[config.mk]
export PLATFORM = sky130hd
export DESIGN_NAME = rsf_proc_end_flat
export DESIGN_NICKNAME = d
export VERILOG_FILES = /design/src/rtl/rsf_pkg.sv /design/src/rtl/rsf_bus_if.sv /design/src/rtl/rsf_proc_end.sv /design/src/flat_wrapper.sv
export VERILOG_INCLUDE_DIRS = /design/src /design/src/rtl
export SDC_FILE = /design/constraint.sdc
export NUM_CORES = 1
export LEC_CHECK = 0
export BUFFER_PORTS_ARGS = -buffer_cell sky130_fd_sc_hd__buf_2
export CORE_UTILIZATION = 43
export DETAILED_ROUTE_END_ITERATION = 6
export PLACE_DENSITY = 0.82
export SLEW_MARGIN = 20
export SYNTH_ARGS = -nofsm -noshare
export SYNTH_HDL_FRONTEND = slang
export SYNTH_SLANG_ARGS = --single-unit
[constraint.sdc]
create_clock -name clk_in -period 1.5 [get_ports clk_in]
set_input_delay 0.15 -clock clk_in [delete_from_list [all_inputs] [get_ports clk_in]]
set_output_delay 0.15 -clock clk_in [all_outputs]
set_load 0.01 [all_outputs]
[src/rtl/rsf_cfg.svh]
// constants for the reservation snoop filter: transfer-type codes,
// address compare width and reset values.
// assumes: included by bare name from the package and the design files.
`ifndef RSF_CFG_SVH
`define RSF_CFG_SVH

// ==========================================================
// widths
`define RSF_ADDR_W      32
`define RSF_TT_W        5
// reservation granule: compare down to the cache block
`define RSF_BLK_LSB     5

// ==========================================================
// transfer-type codes
`define RSF_TT_CLEAN        5'h00
`define RSF_TT_SET_RESV     5'h01
`define RSF_TT_CLR_RESV     5'h02
`define RSF_TT_FLUSH        5'h04
`define RSF_TT_WR_FLUSH     5'h06
`define RSF_TT_READ         5'h0a
`define RSF_TT_KILL         5'h0c
`define RSF_TT_RFO          5'h0e
`define RSF_TT_WR_FLUSH_AT  5'h16
`define RSF_TT_READ_AT      5'h1a
`define RSF_TT_RFO_AT       5'h1e

// ==========================================================
// reset values
`define RSF_ADDR_RST    32'h0000_0000
`define RSF_TT_RST      5'h00

`endif

[src/rtl/rsf_pkg.sv]
// types shared by both ends of the reservation snoop filter.
// assumes: rsf_cfg.svh is on the include path.
`include "rsf_cfg.svh"

package rsf_pkg;
	typedef logic [`RSF_ADDR_W-1:0] rsf_addr_t;
	typedef logic [`RSF_TT_W-1:0]   rsf_tt_t;

	typedef enum logic [1:0] {
		RSF_IDLE  = 2'b00,
		RSF_ISSUE = 2'b01,
		RSF_WAIT  = 2'b10
	} rsf_state_t;

	typedef enum logic [1:0] {
		RSF_OP_READ_AT = 2'b00,
		RSF_OP_SET     = 2'b01,
		RSF_OP_CLR     = 2'b10
	} rsf_op_t;
endpackage

[src/rtl/rsf_bus_if.sv]
// processor bus between the processor's reservation end and the l2 filter.
// assumes: both ends run on the same clock; no tristate on these wires.
`timescale 1ns/10ps

interface rsf_bus_if;
	import rsf_pkg::*;
	// ==========================================================
	// processor address tenure
	logic      p_ts;
	rsf_addr_t p_addr;
	rsf_tt_t   p_tt;
	logic      address_acknowledge;
	// ==========================================================
	// snoops passed up to the processor, shared and held passed back down
	logic      snp_valid;
	rsf_addr_t snp_addr;
	rsf_tt_t   snp_tt;
	logic      shared_response;
	logic      reservation_held;

	modport proc_end (
		output p_ts, p_addr, p_tt, shared_response, reservation_held,
		input  address_acknowledge, snp_valid, snp_addr, snp_tt
	);
	modport l2_end (
		input  p_ts, p_addr, p_tt, shared_response, reservation_held,
		output address_acknowledge, snp_valid, snp_addr, snp_tt
	);
endinterface

[src/rtl/rsf_proc_end.sv]
// processor end of the reservation filter: holds the load-reserve
// reservation, announces it on the bus, snoops for cancel and shared.
// assumes: the l2 end acknowledges every tenure; core requests are single
// cycle and only taken while busy_out is low.
//
// Behaviour
// - clean and flush snoops keep reservation
// - l2 may drop snoops while not held
// - l2 forwards influencing snoops while held
// - l2 answers reads shared in minimal scheme
// - minimal l2 keeps only merged indication; l2 end still keeps its filter address register in both schemes
// - held asserts cycle after acknowledge, or with the set op tenure (cycle after the load-reserve is taken)
// - improved l2 keeps address register and comparator
// - improved l2 forwards only modifying cycles
// - retries and shared only on matching address; minimal scheme: on any address while held
// - miss or noncacheable: read-atomic carries address
// - cache hit load-reserve: address-only set op
// - store-conditional may send clear op, optional
// - set code 00001, clear code 00010
// - new codes look harmless like clean/flush
// - one extra cycle per cacheable hit only
// - one extra cycle per write-back store-conditional
// - matching rfo, atomic rfo, kill cancel reservation
// - held: answer matching reads with shared
`timescale 1ns/10ps
`include "rsf_cfg.svh"

module rsf_proc_end
	import rsf_pkg::*;
(
	// clock, reset, enable
	input  wire logic      clk_in,
	input  wire logic      reset_n_in,
	input  wire logic      ce_in,
	// processor bus
	rsf_bus_if.proc_end    bus,
	// load-reserve request from the core
	input  wire logic      lr_req_in,
	input  wire rsf_addr_t lr_addr_in,
	input  wire logic      lr_cacheable_in,
	input  wire logic      lr_cache_hit_in,
	// store-conditional request from the core
	input  wire logic      sc_req_in,
	input  wire rsf_addr_t sc_addr_in,
	input  wire logic      sc_write_back_in,
	input  wire logic      sc_clear_en_in,
	// status to the core
	output logic           busy_out,
	output logic           resv_valid_out,
	output rsf_addr_t      resv_addr_out,
	output logic           sc_success_out,
	output logic           resv_cancel_out
);
	// ==========================================================
	// snoop decode
	logic snp_match;
	logic snp_cancel;
	logic snp_read;

	assign snp_match = bus.snp_valid && resv_valid_out &&
		(bus.snp_addr[`RSF_ADDR_W-1:`RSF_BLK_LSB] ==
		 resv_addr_out[`RSF_ADDR_W-1:`RSF_BLK_LSB]);

	// clean, flush and the two reservation codes fall outside this set,
	// so they never cancel
	always_comb begin
		case (bus.snp_tt)
			`RSF_TT_RFO,
			`RSF_TT_RFO_AT,
			`RSF_TT_KILL,
			`RSF_TT_WR_FLUSH,
			`RSF_TT_WR_FLUSH_AT: snp_cancel = snp_match;
			default:             snp_cancel = 1'b0;
		endcase
	end

	assign snp_read = snp_match &&
		((bus.snp_tt == `RSF_TT_READ) || (bus.snp_tt == `RSF_TT_READ_AT));

	// ==========================================================
	// request sequencer
	rsf_state_t state_d, state_q;
	rsf_op_t    op_d, op_q;
	rsf_addr_t  addr_d, addr_q;
	logic       lr_take;
	logic       sc_take;

	assign busy_out = (state_q != RSF_IDLE);
	assign lr_take  = lr_req_in && !busy_out;
	// load-reserve wins if both arrive together
	assign sc_take  = sc_req_in && !busy_out && !lr_req_in;

	always_comb begin
		state_d = state_q;
		op_d    = op_q;
		addr_d  = addr_q;
		case (state_q)
			RSF_IDLE: begin
				if (lr_take) begin
					state_d = RSF_ISSUE;
					addr_d  = lr_addr_in;
					if (lr_cacheable_in && lr_cache_hit_in)
						op_d = RSF_OP_SET;
					else
						op_d = RSF_OP_READ_AT;
				end else if (sc_take && sc_write_back_in && sc_clear_en_in) begin
					state_d = RSF_ISSUE;
					addr_d  = sc_addr_in;
					op_d    = RSF_OP_CLR;
				end
			end
			RSF_ISSUE: begin
				state_d = RSF_WAIT;
			end
			RSF_WAIT: begin
				if (bus.address_acknowledge)
					state_d = RSF_IDLE;
			end
			default: begin
				state_d = RSF_IDLE;
			end
		endcase
	end

	always_ff @(posedge clk_in) begin
		if (!reset_n_in) begin
			state_q <= RSF_IDLE;
			op_q    <= RSF_OP_READ_AT;
			addr_q  <= `RSF_ADDR_RST;
		end else if (ce_in) begin
			state_q <= state_d;
			op_q    <= op_d;
			addr_q  <= addr_d;
		end
	end

	// one-cycle address tenure
	always_comb begin
		bus.p_ts   = (state_q == RSF_ISSUE);
		bus.p_addr = addr_q;
		case (op_q)
			RSF_OP_SET:     bus.p_tt = `RSF_TT_SET_RESV;
			RSF_OP_CLR:     bus.p_tt = `RSF_TT_CLR_RESV;
			RSF_OP_READ_AT: bus.p_tt = `RSF_TT_READ_AT;
			default:        bus.p_tt = `RSF_TT_READ_AT;
		endcase
	end

	// ==========================================================
	// reservation state
	logic      rv_d, rv_q;
	rsf_addr_t ra_d, ra_q;
	logic      ok_d, ok_q;
	logic      cx_d, cx_q;
	logic      shd_d, shd_q;
	logic      ack_ra;

	assign ack_ra = (state_q == RSF_WAIT) && bus.address_acknowledge &&
		(op_q == RSF_OP_READ_AT);

	always_comb begin
		rv_d  = rv_q;
		ra_d  = ra_q;
		ok_d  = 1'b0;
		cx_d  = snp_cancel;
		shd_d = snp_read;
		if (snp_cancel)
			rv_d = 1'b0;
		if (sc_take) begin
			ok_d = rv_q && !snp_cancel &&
				(sc_addr_in[`RSF_ADDR_W-1:`RSF_BLK_LSB] == ra_q[`RSF_ADDR_W-1:`RSF_BLK_LSB]);
			rv_d = 1'b0;
		end
		// a new reservation beats a cancel aimed at the old one
		if (lr_take && lr_cacheable_in && lr_cache_hit_in) begin
			rv_d = 1'b1;
			ra_d = lr_addr_in;
		end
		// snooping must start at the acknowledge, before data returns
		if (ack_ra) begin
			rv_d = 1'b1;
			ra_d = addr_q;
		end
	end

	always_ff @(posedge clk_in) begin
		if (!reset_n_in) begin
			rv_q  <= 1'b0;
			ra_q  <= `RSF_ADDR_RST;
			ok_q  <= 1'b0;
			cx_q  <= 1'b0;
			shd_q <= 1'b0;
		end else if (ce_in) begin
			rv_q  <= rv_d;
			ra_q  <= ra_d;
			ok_q  <= ok_d;
			cx_q  <= cx_d;
			shd_q <= shd_d;
		end
	end

	// ==========================================================
	// outputs
	assign bus.reservation_held = rv_q;
	assign bus.shared_response  = shd_q;
	assign resv_valid_out       = rv_q;
	assign resv_addr_out        = ra_q;
	assign sc_success_out       = ok_q;
	assign resv_cancel_out      = cx_q;
endmodule
[src/flat_wrapper.sv]
// flat-port wrapper written by rule: the top's interface ports become plain ports
module rsf_proc_end_flat import rsf_pkg::*;
  (clk_in, reset_n_in, ce_in, lr_req_in, lr_addr_in, lr_cacheable_in, lr_cache_hit_in, sc_req_in, sc_addr_in, sc_write_back_in, sc_clear_en_in, busy_out, resv_valid_out, resv_addr_out, sc_success_out, resv_cancel_out, bus_p_ts, bus_p_addr, bus_p_tt, bus_shared_response, bus_reservation_held, bus_address_acknowledge, bus_snp_valid, bus_snp_addr, bus_snp_tt);
  rsf_bus_if bus_i ();
  input  wire logic clk_in;
  input  wire logic reset_n_in;
  input  wire logic ce_in;
  input  wire logic lr_req_in;
  input  wire rsf_addr_t lr_addr_in;
  input  wire logic lr_cacheable_in;
  input  wire logic lr_cache_hit_in;
  input  wire logic sc_req_in;
  input  wire rsf_addr_t sc_addr_in;
  input  wire logic sc_write_back_in;
  input  wire logic sc_clear_en_in;
  output logic busy_out;
  output logic resv_valid_out;
  output rsf_addr_t resv_addr_out;
  output logic sc_success_out;
  output logic resv_cancel_out;
  output wire logic [$bits(bus_i.p_ts)-1:0] bus_p_ts;
  output wire logic [$bits(bus_i.p_addr)-1:0] bus_p_addr;
  output wire logic [$bits(bus_i.p_tt)-1:0] bus_p_tt;
  output wire logic [$bits(bus_i.shared_response)-1:0] bus_shared_response;
  output wire logic [$bits(bus_i.reservation_held)-1:0] bus_reservation_held;
  input wire logic [$bits(bus_i.address_acknowledge)-1:0] bus_address_acknowledge;
  input wire logic [$bits(bus_i.snp_valid)-1:0] bus_snp_valid;
  input wire logic [$bits(bus_i.snp_addr)-1:0] bus_snp_addr;
  input wire logic [$bits(bus_i.snp_tt)-1:0] bus_snp_tt;
  assign bus_p_ts = bus_i.p_ts;
  assign bus_p_addr = bus_i.p_addr;
  assign bus_p_tt = bus_i.p_tt;
  assign bus_shared_response = bus_i.shared_response;
  assign bus_reservation_held = bus_i.reservation_held;
  assign bus_i.address_acknowledge = bus_address_acknowledge;
  assign bus_i.snp_valid = bus_snp_valid;
  assign bus_i.snp_addr = bus_snp_addr;
  assign bus_i.snp_tt = bus_snp_tt;
  rsf_proc_end u_core (.clk_in(clk_in), .reset_n_in(reset_n_in), .ce_in(ce_in), .bus(bus_i), .lr_req_in(lr_req_in), .lr_addr_in(lr_addr_in), .lr_cacheable_in(lr_cacheable_in), .lr_cache_hit_in(lr_cache_hit_in), .sc_req_in(sc_req_in), .sc_addr_in(sc_addr_in), .sc_write_back_in(sc_write_back_in), .sc_clear_en_in(sc_clear_en_in), .busy_out(busy_out), .resv_valid_out(resv_valid_out), .resv_addr_out(resv_addr_out), .sc_success_out(sc_success_out), .resv_cancel_out(resv_cancel_out));
endmodule
Word-level counts from Yosys, hierarchy flattened
Index checks and enable logic that the tools add are counted.
{"block": "op_classes", "eq_ne": 15, "muxes": 18, "n_reduce_logical": 30}
{"operator": "$mux 32", "count": 4}
{"operator": "$eq 27x27->1", "count": 2}
{"operator": "$eq 5x4->1 const B", "count": 3}
{"operator": "$eq 5x5->1 const B", "count": 3}
{"operator": "$logic_and 1x1->1", "count": 15}
{"operator": "$mux 2", "count": 5}
{"operator": "$pmux 5 s2", "count": 1}
{"operator": "$mux 1", "count": 7}
{"operator": "$pmux 2 s3", "count": 1}
{"operator": "$reduce_and 3->1", "count": 2}
{"operator": "$reduce_bool 2->1", "count": 3}
{"operator": "$eq 5x3->1 const B", "count": 1}
{"operator": "$reduce_or 5->1", "count": 1}
{"operator": "$eq 2x1->1 const B", "count": 2}
{"operator": "$eq 2x2->1 const B", "count": 2}
{"operator": "$logic_not 2->1", "count": 2}
{"operator": "$reduce_and 2->1", "count": 2}
{"operator": "$reduce_bool 4->1", "count": 1}
{"operator": "$logic_not 1->1", "count": 3}
{"operator": "$ne 3x1->1 const B", "count": 1}
{"operator": "$ne 2x2->1 const B", "count": 1}
{"operator": "$logic_or 1x1->1", "count": 1}
{"block": "totals", "regBits": 72, "inputBits": 112, "wordCells": 71}

Logic depth before layout (Yosys ltp)
{"block": "logic_depth", "depth_word": 9, "mapped_depth": 8, "depth_no_buf": 6}

Least setup slack after synthesis
Ideal clock, no wire load.
{"block": "synth_timing", "path_kind": "reg-to-reg", "from": "register u_core.state_q[1]", "to": "register u_core.ok_q, in the netlist u_core.sc_success_out", "setup_time_ps": 58, "arrival_time_ps": 1588, "path_slack_ps": -146, "path_stages_with_launch": 6, "path_buffers": 0, "period_less_slack_ps": 1646, "path_cell_list": "dfxtp_1 > nor3b_2 > nand3b_1 > or4_1 > a2111oi_2 > o21a_1"}
{"block": "synth_between", "elab_chain_cells": 5}
{"item": "start: declaration", "line_no": "rsf_proc_end.sv:82", "rtl": "rsf_state_t state_d, state_q;"}
{"item": "start signal: assignment", "line_no": "rsf_proc_end.sv:131", "rtl": "state_q <= state_d;"}
{"item": "$reduce_bool 2->1", "line_no": "rsf_proc_end.sv:88", "rtl": "assign busy_out = (state_q != RSF_IDLE);"}
{"item": "$logic_not 1->1", "line_no": "rsf_proc_end.sv:91", "rtl": "assign sc_take = sc_req_in && !busy_out && !lr_req_in;"}
{"item": "$logic_and 1x1->1 (2 in a row)", "line_no": "rsf_proc_end.sv:91"}
{"item": "$mux 1", "line_no": "rsf_proc_end.sv:169", "rtl": "if (sc_take) begin"}
{"item": "end signal: assignment", "line_no": "rsf_proc_end.sv:196", "rtl": "ok_q <= ok_d;"}
{"item": "end: declaration", "line_no": "rsf_proc_end.sv:153", "rtl": "logic ok_d, ok_q;"}
No other way between the ends.
A chain may end at the register's enable or synchronous reset.

Final worst setup path
{"block": "layout_timing", "from": "register u_core.state_q[0]", "to": "register u_core.ra_q[3], in the netlist u_core.resv_addr_out[3]"}
{"block": "layout_between", "elab_chain_cells": 7, "elab_cells_between_ends": 11, "classes_between": "eq/ne (1); mux (1); reduce/logical (9)"}
{"item": "$reduce_bool 2->1", "line_no": "rsf_proc_end.sv:88"}
{"item": "$logic_not 1->1", "line_no": "rsf_proc_end.sv:89", "rtl": "assign lr_take = lr_req_in && !busy_out;"}
{"item": "$logic_and 1x1->1", "line_no": "rsf_proc_end.sv:89"}
{"item": "$logic_and 1x1->1 (2 in a row)", "line_no": "rsf_proc_end.sv:175", "rtl": "if (lr_take && lr_cacheable_in && lr_cache_hit_in) begin"}
{"item": "$reduce_bool 2->1 (no source line)"}
{"item": "$reduce_and 2->1 (no source line)"}
{"item": "end signal: assignment", "line_no": "rsf_proc_end.sv:189", "rtl": "ra_q <= `RSF_ADDR_RST;"}
{"item": "end signal: assignment", "line_no": "rsf_proc_end.sv:195", "rtl": "ra_q <= ra_d;"}
{"item": "end: declaration", "line_no": "rsf_proc_end.sv:152", "rtl": "rsf_addr_t ra_d, ra_q;"}
Parallel ways exist; a longest one is shown, timed or not.

==> impl_metrics.ini <==
[die]
io_pins = 188
start_util_pct = 45.3
rows = 34
fp.dieH_um = 98.8
core_area_um2 = 8890
dieArea_um2 = 9760
die_w_um = 98.8

[cells_and_area]
seqCellArea_um2 = 1450
multi_input_area_um2 = 2610
fill_cells = 669
stdcell_count = 769
layout-drive-gt1-share_pct = 48.6
layout.nets = 771
finish.utilization_pct = 71.9
antenna_cells = 0
areaGrowthSynthToFinish_pct = 58.7

[placement]
place_hpwl_um = 9730
portBuffers = 181
gp_congestion = 0.800
placed_cells = 721

[timing]
grt_setup_unrepaired = yes
report.final.slew_viol_count = 0
setup_viol = 68
setup_slack_ps = -178
period_minus_slack_ps = 1680
fin_crit_sh_pct = 112
skew_ps = 7.94
hold_violations = 0
max_freq_mhz = 596

[synthesis]
syn_inst = 417
synth_seq_cells = 72
synth-async-reset-ratio_pct = 0
synth_edf_count = 0
ys_seq_area_share_pct = 35.8
synth_nets = 532
ys_warn_count = 0
syn-mean-instance-area_um2 = 9.66
synth_cell_type_count = 35
ys.flop_type = dfxtp_1
syn-cell-area_um2 = 4030

[worst_setup_path]
r2r-end = u_core.resv_addr_out[3]
reg2reg_depth = 8
critPathArrivalTime_ps = 1930
rr_startpoint = u_core.state_q[0]
max_stage_delay_ps = 340
startpoint_type = flip-flop
worstPathRequired_ps = 1750
crit_top_cell = buf_6
critPathMaxFanout = 8
critical_path_class = reg -> reg
cp-end-kind = flip-flop
startpoint = u_core.state_q[0]
slowest_stage = dfxtp_2
critPathCapture = u_core.resv_addr_out[3]
ff2ff_setup_slack_ps = -180
cp_cell_sequence = buf_6 -> nand4b_1 -> buf_6 -> a21boi_4 -> buf_6 -> clkbuf_16 -> nand2_1 -> o211a_1

[clock_network]
cts_tree = yes
cts_sinks = 72
numCtsBuffers = 9
cts-htree-levels = 3
cts.clk_slew.worst_paths_ps = 80
cts_root_buf = clkbuf_8
clk_path_buf_depth = 2
clock_latency_ps = 360
ctsHoldBuffers = 0

[route]
vias = 4338
avgRoutedWirePerCell_um = 19.8
wl_um = 15300
drc = 0
first_iter_violations = 205
ant_nets = 0
detail_route.vias_per_cell = 5.64
first_pass_iters = 5

[global_routing]
grt_start_max_net_pins = 33
grt_antenna_before_repair = 1
grt_pass1_wl_um = 22100
grt_pass1_vias = 4294
grt_overflow_total = 0
track_usage_pct = 29.7

[power]
seq_power_share_pct = 40.4
intPower_mw = 3.70
switching_share_pct = 30.1
pwr-share-comb_pct = 26.4
power.leakage_nw = 4.00
power_density_nw_per_um2 = 828
p_sw_mw = 1.59
peakVddDrop_uv = 528
p_clk_share_pct = 33.2

[min_path]
min_path_cells = 4
min-delay-start = sc_addr_in[0]
min_path_type = in -> reg

[flow_run]
cap_violations = 0

[outcome]
status = finished, violations left
violations = negative setup slack
flip-flops by register name, summed over array words and instances (netlist names):
name                         flops
u_core.bus.p_addr               32
u_core.resv_addr_out            32
u_core.state_q                   2
u_core.sc_success_out            1
u_core.resv_cancel_out           1
u_core.op_q                      2
u_core.bus.shared_response       1
u_core.bus.reservation_held      1
cells in the mapped netlist, drive strengths merged, types with 3 or more instances:
master / instances / area (µm²)
ha: 3 / 37.5
clkbuf: 13 / 48.8
buf: 20 / 104
nand2: 70 / 263
nor2b: 6 / 37.5
xor2: 53 / 464
and4b: 3 / 30.0
dfxtp: 72 / 1440
o211a: 65 / 651
mux2i: 64 / 641
o21ai: 4 / 20.0
inv: 5 / 18.8
nor4: 13 / 81.3
o21a: 3 / 22.5
worst min-delay path by stage:
stage / to / slack, ps
floorplan: u_core.op_q[0] / 400
global placement: u_core.resv_addr_out[0] / 480
detailed placement: u_core.resv_addr_out[1] / 490
CTS: u_core.bus.p_addr[2] / 140
global route: u_core.resv_addr_out[5] / 160
finish: u_core.bus.p_addr[0] / 140
routing by layer:
layer	vias up	GRT usage, %	wire length [µm]	part of all wire (%)
met2	222	50.1	7250	48
met4	0	12.1	437	2.9
li1	1978	-	-	-
met3	34	6.17	1300	8.5
met1	2104	36.8	6270	41
met5	-	0	0	0
kinds of logic (layout without fill, tap and decap cells):
family          after synthesis  after routing  share of synthesized area, %
buf+inv                      38            282                          4.25
other cells                   1              1                        0.0931
simple gates                108            108                          13.0
mux                          64             64                          15.9
compound gates               77             77                          18.3
flops                        72             72                          35.8
xor+xnor                     54             54                          11.7
fa+ha+maj                     3              3                         0.932
worst max-delay path: cells and delay by family, from the launching register on:
family / cells / cell delay, ps
flip-flops: 1 / 340
AO/OA/AOI/OAI: 2 / 320
AND/OR/NAND/NOR: 2 / 280
buffers and inverters: 4 / 620
stage by stage:
stage	area, µm²	total power [mW]	hold slack [ps]	setup TNS [ps]	worst slack, ps
2_1_floorplan	4050	2.71	397	-514	-19.1
3_3_place_gp	5390	3.22	479	-3130	-237
3_5_place_dp	5390	3.26	486	-5690	-225
4_1_cts	6180	5.20	139	-5620	-154
5_1_grt	6390	5.48	160	-10810	-220
6_report	6390	5.30	139	-7310	-178
cell type report:
type,count,share of cell area (%)
inverter,5,0.294
clock buffer,9,1.94
multi-input combinational,307,40.9
timing repair buffer,261,30.5
tap,108,2.11
sequential,72,22.7
clock inverter,7,1.49
power by group through the flow:
stage / registers (mW) / clock network [mW] / logic, mW
2_1_floorplan: 2.22 / 0 / 0.490
6_report: 2.14 / 1.76 / 1.40
3_5_place_dp: 2.17 / 0 / 1.09
3_3_place_gp: 2.16 / 0 / 1.06
5_1_grt: 2.15 / 1.85 / 1.48
4_1_cts: 2.13 / 1.76 / 1.32
cell usage in the layout (no fill, tap or decap), types with 5 or more instances in the layout:
master      n
dfxtp_1    62
buf_16     10
dfxtp_2    10
o211a_1    65
nor2b_1     5
buf_12     10
buf_4      46
nand2_1    64
clkbuf_8    9
buf_6      11
buf_2     180
nor4_1      9
xor2_1     53
mux2i_1    56
what timing repair did:
item	4_1_cts	5_1_grt
resized for setup	35	36
gates cloned	12	3
pin swaps	8	20
setup buffers	17	4
endpoints found under the setup margin	68	71
Power figures use the tool's default switching activity.
